## config.mk

```make
export PLATFORM = sky130hd
export DESIGN_NAME = interrupt_source_config
export DESIGN_NICKNAME = d
export VERILOG_FILES = /design/src/rtl/source_config_pkg.sv /design/src/rtl/interrupt_source_config.sv /design/src/rtl/request_detect.sv /design/src/rtl/source_route.sv
export SDC_FILE = /design/constraint.sdc
export NUM_CORES = 1
export LEC_CHECK = 0
export ABC_AREA = 1
export ABC_CLOCK_PERIOD_IN_PS = 1560
export BUFFER_PORTS_ARGS = -buffer_cell sky130_fd_sc_hd__clkbuf_2
export CAP_MARGIN = 20
export CORE_UTILIZATION = 50
export CTS_BUF_LIST = sky130_fd_sc_hd__clkbuf_16
export DETAILED_ROUTE_END_ITERATION = 12
export GPL_ROUTABILITY_DRIVEN = 1
export PLACE_DENSITY = 0.78
export SYNTH_ARGS = -nofsm -noshare
export SYNTH_HDL_FRONTEND = slang
export SYNTH_SLANG_ARGS = --single-unit
```

## constraint.sdc

```tcl
create_clock -name clock -period 1.56 [get_ports clock]
set_input_delay 0 -clock clock [delete_from_list [all_inputs] [get_ports clock]]
set_output_delay 0 -clock clock [all_outputs]
set_load 0.02 [all_outputs]
```

## src/rtl/source_config_pkg.sv

```systemverilog
// Shared constants, types and helpers of the interrupt source configuration block.
package source_config_pkg;

  localparam int NUM_SRC  = 4;
  localparam int NUM_CHAN = 8;

  // Register byte addresses on the APB.
  localparam logic [31:0] ADDR_CONFIG = 32'hFFFFE000;
  localparam logic [31:0] ADDR_SWREQ  = 32'hFFFFE040;
  localparam logic [31:0] ADDR_STATUS = 32'hFFFFE044;
  localparam logic [31:0] ADDR_MASK   = 32'hFFFFE048;
  localparam logic [31:0] ADDR_PEND   = 32'hFFFFE04C;

  // Field positions inside one byte-wide source setting.
  localparam int SRC_STRIDE = 8;
  localparam int LVL_LSB    = 0;
  localparam int DMA_BIT    = 4;
  localparam int ACT_LSB    = 5;

  // Active state codes.
  localparam logic [1:0] ACT_LOW  = 2'h0;
  localparam logic [1:0] ACT_HIGH = 2'h1;
  localparam logic [1:0] ACT_FALL = 2'h2;
  localparam logic [1:0] ACT_RISE = 2'h3;

  localparam logic [2:0] LVL_OFF    = 3'h0;
  localparam logic [7:0] CHAN_ONE   = 8'h01;
  localparam logic [3:0] STATUS_RST = 4'h0;
  localparam logic [3:0] MASK_RST   = 4'h0;
  localparam logic       SWREQ_RST  = 1'b0;

  typedef struct packed {
    logic [1:0] active_state;
    logic       dma_trigger_sel;
    logic [2:0] level_or_channel_field;
  } src_cfg_t;

  localparam src_cfg_t CFG_RST = '0;

  typedef struct packed {
    logic        psel;
    logic        penable;
    logic        pwrite;
    logic [31:0] paddr;
    logic [31:0] pwdata;
  } apb_req_t;

  typedef struct packed {
    logic [31:0] prdata;
    logic        pready;
    logic        pslverr;
  } apb_rsp_t;

  typedef enum logic [2:0] {SEL_NONE, SEL_CONFIG, SEL_SWREQ, SEL_STATUS, SEL_MASK, SEL_PEND} reg_sel_t;

  function automatic reg_sel_t decode(input logic [31:0] addr);
    case (addr)
      ADDR_CONFIG: decode = SEL_CONFIG;
      ADDR_SWREQ:  decode = SEL_SWREQ;
      ADDR_STATUS: decode = SEL_STATUS;
      ADDR_MASK:   decode = SEL_MASK;
      ADDR_PEND:   decode = SEL_PEND;
      default:     decode = SEL_NONE;
    endcase
  endfunction

  // Unused bit positions come back as zero.
  function automatic logic [31:0] cfg_word(input src_cfg_t [NUM_SRC-1:0] c);
    cfg_word = '0;
    for (int i = 0; i < NUM_SRC; i++)
    begin
      cfg_word[SRC_STRIDE*i+ACT_LSB +: 2] = c[i].active_state;
      cfg_word[SRC_STRIDE*i+DMA_BIT]      = c[i].dma_trigger_sel;
      cfg_word[SRC_STRIDE*i+LVL_LSB +: 3] = c[i].level_or_channel_field;
    end
  endfunction

  function automatic src_cfg_t cfg_byte(input logic [7:0] b);
    cfg_byte.active_state           = b[ACT_LSB +: 2];
    cfg_byte.dma_trigger_sel        = b[DMA_BIT];
    cfg_byte.level_or_channel_field = b[LVL_LSB +: 3];
  endfunction

endpackage

```

## src/rtl/interrupt_source_config.sv

```systemverilog
// Per-source interrupt configuration with APB registers and event interrupt.
//
// Overview of operation
// - Each source keeps its own setting of level, active state and DMA role.
// - With the DMA bit clear the level field is the interrupt priority level.
// - Level 000 blocks the source's int_req but not its status events; 001 to 111 give levels 1 to 7.
// - The DMA bit picks ordinary interrupt (0) or DMA activation trigger (1).
// - With the DMA bit set the level field names DMA channel 0 to 7.
// - Active state 00 low, 01 high, 10 falling edge, 11 rising edge.
`timescale 1ns/100ps
module interrupt_source_config
  import source_config_pkg::*;
(
  input  wire logic                               clock,
  input  wire logic                               resetn,
  input  source_config_pkg::apb_req_t             apb_req,
  output source_config_pkg::apb_rsp_t             apb_rsp,
  input  wire logic [source_config_pkg::NUM_SRC-1:1] external_request,
  output logic [source_config_pkg::NUM_SRC-1:0]   int_req,
  output logic [source_config_pkg::NUM_SRC-1:0][2:0] int_level,
  output logic [source_config_pkg::NUM_CHAN-1:0]  dma_req,
  output logic                                    irq
);

  import source_config_pkg::*;

  typedef struct packed {
    src_cfg_t [NUM_SRC-1:0] cfg;
    logic                   sw_set;
    logic [NUM_SRC-1:0]     status;
    logic [NUM_SRC-1:0]     mask;
    logic [NUM_SRC-1:0]     act_prev;
    logic [31:0]            rdata;
  } state_t;

  state_t                            st_q;
  state_t                            st_d;
  logic [NUM_SRC-1:0]                active;
  logic [NUM_SRC-1:0]                event_set;
  logic [NUM_SRC-1:0][NUM_CHAN-1:0]  chan_req;
  logic                              setup_ph;
  logic                              access_ph;
  reg_sel_t                          sel;

  assign setup_ph  = apb_req.psel && !apb_req.penable;
  assign access_ph = apb_req.psel && apb_req.penable;
  assign sel       = decode(apb_req.paddr);

  // Source 0 is set by software and comes from this clock domain.
  assign active[0] = st_q.sw_set;

  genvar g;
  generate
    for (g = 1; g < NUM_SRC; g++)
    begin : g_pin
      request_detect u_det
      (
        .clock        (clock),
        .resetn       (resetn),
        .pin          (external_request[g]),
        .active_state (st_q.cfg[g].active_state),
        .active       (active[g])
      );
    end
    for (g = 0; g < NUM_SRC; g++)
    begin : g_route
      source_route u_route
      (
        .cfg       (st_q.cfg[g]),
        .active    (active[g]),
        .int_req   (int_req[g]),
        .int_level (int_level[g]),
        .dma_req   (chan_req[g])
      );
    end
  endgenerate

  always_comb
  begin
    dma_req = '0;
    for (int i = 0; i < NUM_SRC; i++)
    begin
      dma_req = dma_req | chan_req[i];
    end
  end

  // A new request of any source, interrupt or DMA, is an event.
  assign event_set = active & ~st_q.act_prev;

  always_comb
  begin
    st_d          = st_q;
    st_d.act_prev = active;
    // Read data is captured in the setup phase so that it comes from a flop.
    if (setup_ph)
    begin
      case (sel)
        SEL_CONFIG: st_d.rdata = cfg_word(st_q.cfg);
        SEL_SWREQ:  st_d.rdata = {31'h0, st_q.sw_set};
        SEL_STATUS: st_d.rdata = {28'h0, st_q.status};
        SEL_MASK:   st_d.rdata = {28'h0, st_q.mask};
        SEL_PEND:   st_d.rdata = {28'h0, active};
        default:    st_d.rdata = 32'h0;
      endcase
    end
    if (access_ph && apb_req.pwrite)
    begin
      case (sel)
        SEL_CONFIG:
        begin
          for (int i = 0; i < NUM_SRC; i++)
          begin
            st_d.cfg[i] = cfg_byte(apb_req.pwdata[SRC_STRIDE*i +: 8]);
          end
        end
        SEL_SWREQ: st_d.sw_set = apb_req.pwdata[0];
        SEL_MASK:  st_d.mask = apb_req.pwdata[NUM_SRC-1:0];
        default:   st_d.sw_set = st_q.sw_set;
      endcase
    end
    // Only the bits that were reported are cleared, and a new event wins.
    if (access_ph && !apb_req.pwrite && sel == SEL_STATUS)
    begin
      st_d.status = st_q.status & ~st_q.rdata[NUM_SRC-1:0];
    end
    st_d.status = st_d.status | event_set;
  end

  always_ff @(posedge clock or negedge resetn)
  begin
    if (!resetn)
    begin
      st_q.cfg      <= {NUM_SRC{CFG_RST}};
      st_q.sw_set   <= SWREQ_RST;
      st_q.status   <= STATUS_RST;
      st_q.mask     <= MASK_RST;
      // Starting high hides a level already present at reset, so it is not taken as an event.
      st_q.act_prev <= '1;
      st_q.rdata    <= 32'h0;
    end
    else
    begin
      st_q <= st_d;
    end
  end

  assign irq             = |(st_q.status & st_q.mask);
  assign apb_rsp.prdata  = st_q.rdata;
  assign apb_rsp.pready  = 1'b1;
  assign apb_rsp.pslverr = access_ph && (sel == SEL_NONE);

  // Checks.
  logic [NUM_SRC-1:0] dma_sel;
  logic [NUM_SRC-1:0] lvl_off;

  always_comb
  begin
    for (int i = 0; i < NUM_SRC; i++)
    begin
      dma_sel[i] = st_q.cfg[i].dma_trigger_sel;
      lvl_off[i] = st_q.cfg[i].level_or_channel_field == LVL_OFF;
    end
  end
endmodule

```

## src/rtl/request_detect.sv

```systemverilog
// Synchroniser and active state detector for one hardware request pin.
`timescale 1ns/100ps
module request_detect
  import source_config_pkg::*;
(
  input  wire logic       clock,
  input  wire logic       resetn,
  input  wire logic       pin,
  input  wire logic [1:0] active_state,
  output logic            active
);

  typedef struct packed {
    logic s1;
    logic s2;
    logic s3;
    logic filt;
    logic prev;
  } det_t;

  det_t st_q;
  det_t st_d;

  always_comb
  begin
    st_d      = st_q;
    st_d.s1   = pin;
    st_d.s2   = st_q.s1;
    st_d.s3   = st_q.s2;
    st_d.prev = st_q.filt;
    if (st_q.s2 == st_q.s3)
    begin
      st_d.filt = st_q.s3;
    end
  end

  always_ff @(posedge clock or negedge resetn)
  begin
    if (!resetn)
    begin
      st_q <= '0;
    end
    else
    begin
      st_q <= st_d;
    end
  end

  always_comb
  begin
    case (active_state)
      ACT_LOW:  active = ~st_q.filt;
      ACT_HIGH: active = st_q.filt;
      ACT_FALL: active = st_q.prev & ~st_q.filt;
      ACT_RISE: active = ~st_q.prev & st_q.filt;
      default:  active = 1'b0;
    endcase
  end

endmodule

```

## src/rtl/source_route.sv

```systemverilog
// Steers one source's request to the priority logic or to a DMA channel.
`timescale 1ns/100ps
module source_route
  import source_config_pkg::*;
(
  input  source_config_pkg::src_cfg_t cfg,
  input  wire logic                   active,
  output logic                        int_req,
  output logic [2:0]                  int_level,
  output logic [NUM_CHAN-1:0]         dma_req
);

  always_comb
  begin
    int_level = cfg.level_or_channel_field;
    int_req   = 1'b0;
    dma_req   = '0;
    if (cfg.dma_trigger_sel)
    begin
      if (active)
      begin
        dma_req = CHAN_ONE << cfg.level_or_channel_field;
      end
    end
    else
    begin
      int_req = active && (cfg.level_or_channel_field != LVL_OFF);
    end
  end

endmodule

```

Word level (Yosys, flattened, before mapping). Cells that the tools add are included. Widths: inputs -> output; s select.

Word-level logic and storage cells: 121. Bits in registers: 84. Output and inout port bits: 59. Bits of input ports: 72.

Shift operators: 4. Equality and inequality tests: 22. Reduce and logical (&&, ||, !) cells: 24. Mux-type cells: 18. Bitwise gates (word level): 21.

Operator list (number): $eq 32x32->1 const B (5); $pmux 31 s5 (1); $mux 8 (8); $shl 1x3->8 const A (4); $or 8x8->8 (3); $pmux 3 s5 (1); $and 4x4->4 (3); $eq 2x2->1 const B (6); $pmux 1 s4 (3); $reduce_bool 3->1 (4); $logic_and 1x1->1 (10); $not 4->4 (2); $and 1x1->1 (6); $eq 2x1->1 const B (3); $eq 3x2->1 const B (2); $eq 3x3->1 const B (2); $logic_not 2->1 (3); $not 1->1 (6); $reduce_and 2->1 (3); $mux 1 (4); $mux 4 (1); $or 4x4->4 (1); $reduce_or 4->1 (1); $eq 1x1->1 (3); 3 further kinds (4).

Depth between registers and ports, before layout.
Word-level depth: 8. Mapped depth: 11. Gate-level depth less buffers: 11.

By module. A second synthesis with hierarchy kept.

Cells, all modules: 546. Area, all modules: 4092.7 µm².

By module, submodules not included: interrupt_source_config (sequential area each 1556.5 µm², area each 3136.8 µm², instances 1, cells each 396); request_detect (sequential area each 125.1 µm², area each 175.2 µm², instances 3, cells each 18); source_route (sequential area each 0.0 µm², area each 107.6 µm², instances 4, cells each 24).

Worst setup path after synthesis. OpenSTA, ideal clock, no wires.

Kind: flip-flop to output port. Start: register st_q[55] (netlist name). End: output dma_req[4] (netlist bit). Cell stages (with the launch flop): 8. Required time: 1.560 ns. Data arrival time: 1.345 ns. Slack: 0.215 ns. Buffers on the path: 0. Cell sequence: dfrtp_1 > nor2_1 > o21ai_0 > nand2_1 > inv_1 > nor3_1 > a22oi_1 > nand3_1.

Word-level cells in the longest chain between the ends: 7. Elaborated cells on any way between the ends: 10. Classes of those cells: eq/ne: 3; mux: 3; bitwise: 3; reduce/logical: 1.

Ends and longest elaborated chain: $eq 2x2->1, or another cell as far along (RTL line request_detect.sv:51) `case (active_state)`; $pmux 1 s4 (*) (RTL line request_detect.sv:51); via g_pin[1].u_det.active (RTL line request_detect.sv:10) `output logic active`; $mux 8 (*) (RTL line source_route.sv:20) `if (active)`; $mux 8 (*) (RTL line source_route.sv:18) `if (cfg.dma_trigger_sel)`; $or 8x8->8 (*) (3 in a row) (RTL line interrupt_source_config.sv:83) `dma_req = dma_req | chan_req[i];`; to (decl) (RTL line interrupt_source_config.sv:21) `output logic [source_config_pkg::NUM_CHAN-1:0] dma_req,`.

The timed path passes the listed nets; every way through them passes the cells marked *.

Final worst setup path.
Start: register st_q[56] (netlist name). End: output dma_req[4] (netlist bit).

Word-level cells in the longest chain between the ends: 7. Elaborated cells on any way between the ends: 10. Classes of those cells: eq/ne: 3; mux: 3; bitwise: 3; reduce/logical: 1.

Ends and longest elaborated chain (RTL line): $eq 2x2->1, or another cell as far along (request_detect.sv:51); $pmux 1 s4 (*) (request_detect.sv:51); via g_pin[1].u_det.active (request_detect.sv:10); $mux 8 (*) (source_route.sv:20); $mux 8 (*) (source_route.sv:18); $or 8x8->8 (*) (3 in a row) (interrupt_source_config.sv:83).

Marked as above.

==> report_table.html <==
<table>
<tr><th>Metric</th><th>Value</th></tr>
<tr><th colspan="2">Power</th></tr>
<tr><td>Pwr per Cell Area</td><td>813 mW/mm²</td></tr>
<tr><td>Leakage power total</td><td>2.94 nW</td></tr>
<tr><td>Worst voltage drop across the vdd grid</td><td>0.000686 V</td></tr>
<tr><th colspan="2">Routing</th></tr>
<tr><td>Remaining DRCs</td><td>0</td></tr>
<tr><td>Number of detailed-routing iterations run before antenna repair</td><td>6</td></tr>
<tr><td>Antenna-violating nets left</td><td>0</td></tr>
<tr><td>Vias after detailed routing</td><td>3896</td></tr>
<tr><td>Final wirelength</td><td>10900 µm</td></tr>
<tr><td>Average wire per standard cell</td><td>14.1 µm</td></tr>
<tr><td>Number of vias per cell</td><td>5.04</td></tr>
<tr><td>Iteration-0 DRC count of the detailed router</td><td>375</td></tr>
<tr><th colspan="2">Timing</th></tr>
<tr><td>Peak Freq</td><td>0.606 GHz</td></tr>
<tr><td>Final-report max-slew violation count</td><td>0</td></tr>
<tr><td>Ratio of final minimum period to clock period</td><td>1.06</td></tr>
<tr><td>Final Hold Fails</td><td>0</td></tr>
<tr><td>Setup repair after global routing missed its margin</td><td>true</td></tr>
<tr><td>Fin crit period</td><td>1650 ps</td></tr>
<tr><td>Worst setup margin</td><td>-89.5 ps</td></tr>
<tr><td>Count of final setup violators</td><td>8</td></tr>
<tr><td>Worst clock skew on the final layout</td><td>4.58 ps</td></tr>
<tr><th colspan="2">Worst setup path</th></tr>
<tr><td>Total buffers and inverters traversed by the critical path</td><td>4</td></tr>
<tr><td>Critical path cell sequence</td><td>inv_1, o21ai_1, nand2_1, inv_2, nor3_2, buf_4, a22oi_2, nand3_1, clkbuf_8</td></tr>
<tr><td>Delay of the slowest critical-path stage</td><td>360 ps</td></tr>
<tr><td>Master of the slowest instance on the critical path</td><td>dfrtp_1</td></tr>
<tr><td>Worst Setup End Kind</td><td>output port</td></tr>
<tr><td>Arrival time worst endpoint</td><td>1650 ps</td></tr>
<tr><td>Largest delay contributor family on the critical path</td><td>buffers and inverters</td></tr>
<tr><td>CP Class</td><td>flip-flop to output port</td></tr>
<tr><td>Critical path startpoint category</td><td>flip-flop</td></tr>
<tr><td>Maximum fanout along the worst path</td><td>4</td></tr>
<tr><td>Data required time at the worst endpoint</td><td>1560 ps</td></tr>
<tr><th colspan="2">Clock tree</th></tr>
<tr><td>Clock tree from TritonCTS</td><td>yes</td></tr>
<tr><td>Total number of H-tree levels</td><td>3</td></tr>
<tr><td>Clock sink count</td><td>77</td></tr>
<tr><td>Post-CTS clock slew at the launch and capture registers of the worst setup and hold paths</td><td>60 ps</td></tr>
<tr><td>Total CTS buffers</td><td>9</td></tr>
<tr><td>Clock Latency Late Sink</td><td>330 ps</td></tr>
<tr><td>Maximum clock path buffer count</td><td>2</td></tr>
<tr><td>Clock root buffer</td><td>clkbuf_16</td></tr>
<tr><th colspan="2">Yosys</th></tr>
<tr><td>Per-instance average area after synthesis</td><td>7.74 µm²</td></tr>
<tr><td>Netlist area before placement</td><td>0.00413 mm²</td></tr>
<tr><td>Share of synthesized registers carrying an async set or reset</td><td>1.00</td></tr>
<tr><td>Register area share after synthesis</td><td>0.467</td></tr>
<tr><td>Gate count of the mapped netlist</td><td>534</td></tr>
<tr><td>Count of state elements after synthesis</td><td>77</td></tr>
<tr><td>Warning count from the yosys run</td><td>0</td></tr>
<tr><td>Top_reg_cell synth</td><td>dfrtp_1</td></tr>
<tr><td>Number of flops mapped to enable cells by yosys</td><td>0</td></tr>
<tr><td>Count of unique library cells instantiated by Yosys</td><td>29</td></tr>
<tr><th colspan="2">Finish</th></tr>
<tr><td>Post-route cell area</td><td>0.00541 mm²</td></tr>
<tr><td>Share of post-route cells with drive strength above 1</td><td>0.316</td></tr>
<tr><td>Filler instances</td><td>656</td></tr>
<tr><td>Post-route core utilization</td><td>0.689</td></tr>
<tr><td>Synthesis-to-finish area growth</td><td>30.8%</td></tr>
<tr><td>Final layout net count</td><td>738</td></tr>
<tr><td># diodes</td><td>0</td></tr>
<tr><th colspan="2">Global routing</th></tr>
<tr><td>Pin count of the biggest net entering global routing</td><td>42</td></tr>
<tr><td>GR Util All Layers</td><td>0.271</td></tr>
<tr><td>Wire length of the first global-routing pass</td><td>17900 µm</td></tr>
<tr><td>Global route total overflow</td><td>0</td></tr>
<tr><td>Initial antenna violation count</td><td>0</td></tr>
<tr><td>Via count of the first global-routing pass</td><td>3730</td></tr>
<tr><th colspan="2">Floorplanning</th></tr>
<tr><td>Placement row count</td><td>32</td></tr>
<tr><td>Top-Level Pins</td><td>131</td></tr>
<tr><td>Chip height</td><td>92.9 µm</td></tr>
<tr><td>Overall die area</td><td>0.00863 mm²</td></tr>
<tr><td>Initial Utilization</td><td>0.527</td></tr>
<tr><td>Area inside the core boundary</td><td>0.00785 mm²</td></tr>
<tr><td>Horizontal die dimension</td><td>92.9 µm</td></tr>
<tr><th colspan="2">Placed design</th></tr>
<tr><td>Total half-perimeter wirelength after legalization and detailed placement</td><td>7740 µm</td></tr>
<tr><td>Dpl cell area</td><td>0.00459 mm²</td></tr>
<tr><td>Port Buffer Count</td><td>115</td></tr>
<tr><td>Final weighted congestion in routability-driven placement</td><td>0.874</td></tr>
<tr><th colspan="2">Run</th></tr>
<tr><td>Max_cap viols</td><td>0</td></tr>
<tr><th colspan="2">Outcome</th></tr>
<tr><td>Violated checks</td><td>setup timing</td></tr>
<tr><td>Result of the run</td><td>finished with violations</td></tr>
<tr><th colspan="2">Hold path</th></tr>
<tr><td>Hold/Removal Path Class</td><td>input port to flip-flop</td></tr>
</table>
timing repair:
item                                    CTS  global route
hold endpoints to repair                 67             0
resized for setup                        30            13
endpoints found under the setup margin    9             9
buffers inserted                         12             1
pin swaps                                 7             5
hold buffers                             29             0
path summary, 6_finish.rpt:
path                                                  start                          endpoint  slack, ps  cells past startpoint
max                                    st_q[56]$_DFFE_PN0P_                        dma_req[4]        -90                      9
min                                             apb_req[65]            apb_rsp[2]$_DFFE_PN0P_        130                      5
max reg2reg                            st_q[68]$_DFFE_PN0P_            apb_rsp[5]$_DFFE_PN0P_        320                      8
min reg2reg                g_pin[2].u_det.st_d[3]$_DFF_PN0_  g_pin[2].u_det.st_d[2]$_DFF_PN0_        350                      0
max in group asynchronous                            resetn           apb_rsp[26]$_DFFE_PN0P_        800                      3
min in group asynchronous                            resetn  g_pin[1].u_det.st_d[3]$_DFF_PN0_        170                      2
flip-flops by register name, indices dropped and copies added (netlist names):
| register | count |
|---|---|
| st_q | 32 |
| g_pin.u_det.st_d | 9 |
| apb_rsp | 25 |
| g_pin.u_det.st_q | 6 |
| dma_sel | 4 |
| active | 1 |
per-layer routing:
metal	up-vias	track usage	share of wire
li1	1887	-	-
met1	1806	0.382	0.45
met2	176	0.427	0.46
met3	27	0.0550	0.074
met4	0	0.0718	0.021
met5	-	0	0
Yosys cell counts, types with 2 or more instances:
master	n	area, µm²
a22oi_1	2	15.0
buf_6	2	22.5
buf_4	53	398
clkbuf_1	7	26.3
dfstp_2	4	105
nor2_1	42	158
nand3_1	75	375
o21ai_0	16	80.1
nor2_2	4	25.0
nand4_1	7	43.8
nor3_1	4	20.0
and2_1	2	12.5
conb_1	2	7.51
dfrtp_1	73	1830
o21ai_1	3	15.0
inv_1	48	180
nand2_1	157	589
maj3_1	3	30.0
nand2_2	20	125
placed cells by master, fill, tap and decap left out, types with 8 or more instances in the layout:
cell type,count
nand2_2,22
o21ai_0,13
buf_4,34
inv_1,47
dfrtp_1,72
conb_1,8
nand2_1,154
nand3_1,74
dlygate4sd3_1,29
nor2_1,38
clkbuf_16,9
clkbuf_2,105
tightest hold or removal path: stages:
cell and delay (ps):
clkbuf_2 100, nor2_2 60, buf_4 150, nand2_1 60
nand2_1 40
power breakdown:
group / internal (W) / switching [W] / leakage (nW)
logic: 0.000177 / 0.000191 / 1.79
clock network: 0.00121 / 0.000752 / 0.145
registers: 0.00204 / 0.0000201 / 1.01
total: 0.00343 / 0.000963 / 2.94
per-stage QoR:
stage | power, W | instances | setup WS, ps | setup TNS, ps | hold WS, ps
floorplan | 0.00221 | 540 | 215 | 0 | -296
global placement | 0.00236 | 715 | 183 | 0 | -15.3
detailed placement | 0.00237 | 715 | 139 | 0 | -6.89
CTS | 0.00440 | 772 | -73.5 | -364 | 121
global route | 0.00455 | 773 | -200 | -968 | 142
finish | 0.00439 | 773 | -89.5 | -454 | 126
final cells by class:
cell class,instances,area [µm²],area share
sequential,77,1930,0.358
multi-input combinational,350,1650,0.305
timing repair buffer,179,1230,0.227
clock inverter,7,58.8,0.0109
inverter,49,184,0.0340
clock buffer,9,225,0.0417
tap,102,128,0.0236
cells by family after synthesis:
| logic type | share of synthesized area |
|---|---|
| and+or+nand+nor | 0.333 |
| AOI/OAI and AO/OA | 0.0333 |
| DFF | 0.467 |
| buffers and inverters | 0.157 |
| other | 0.00182 |
| adders and majority gates | 0.00727 |
Note: power is estimated with default switching activity, not from simulation.
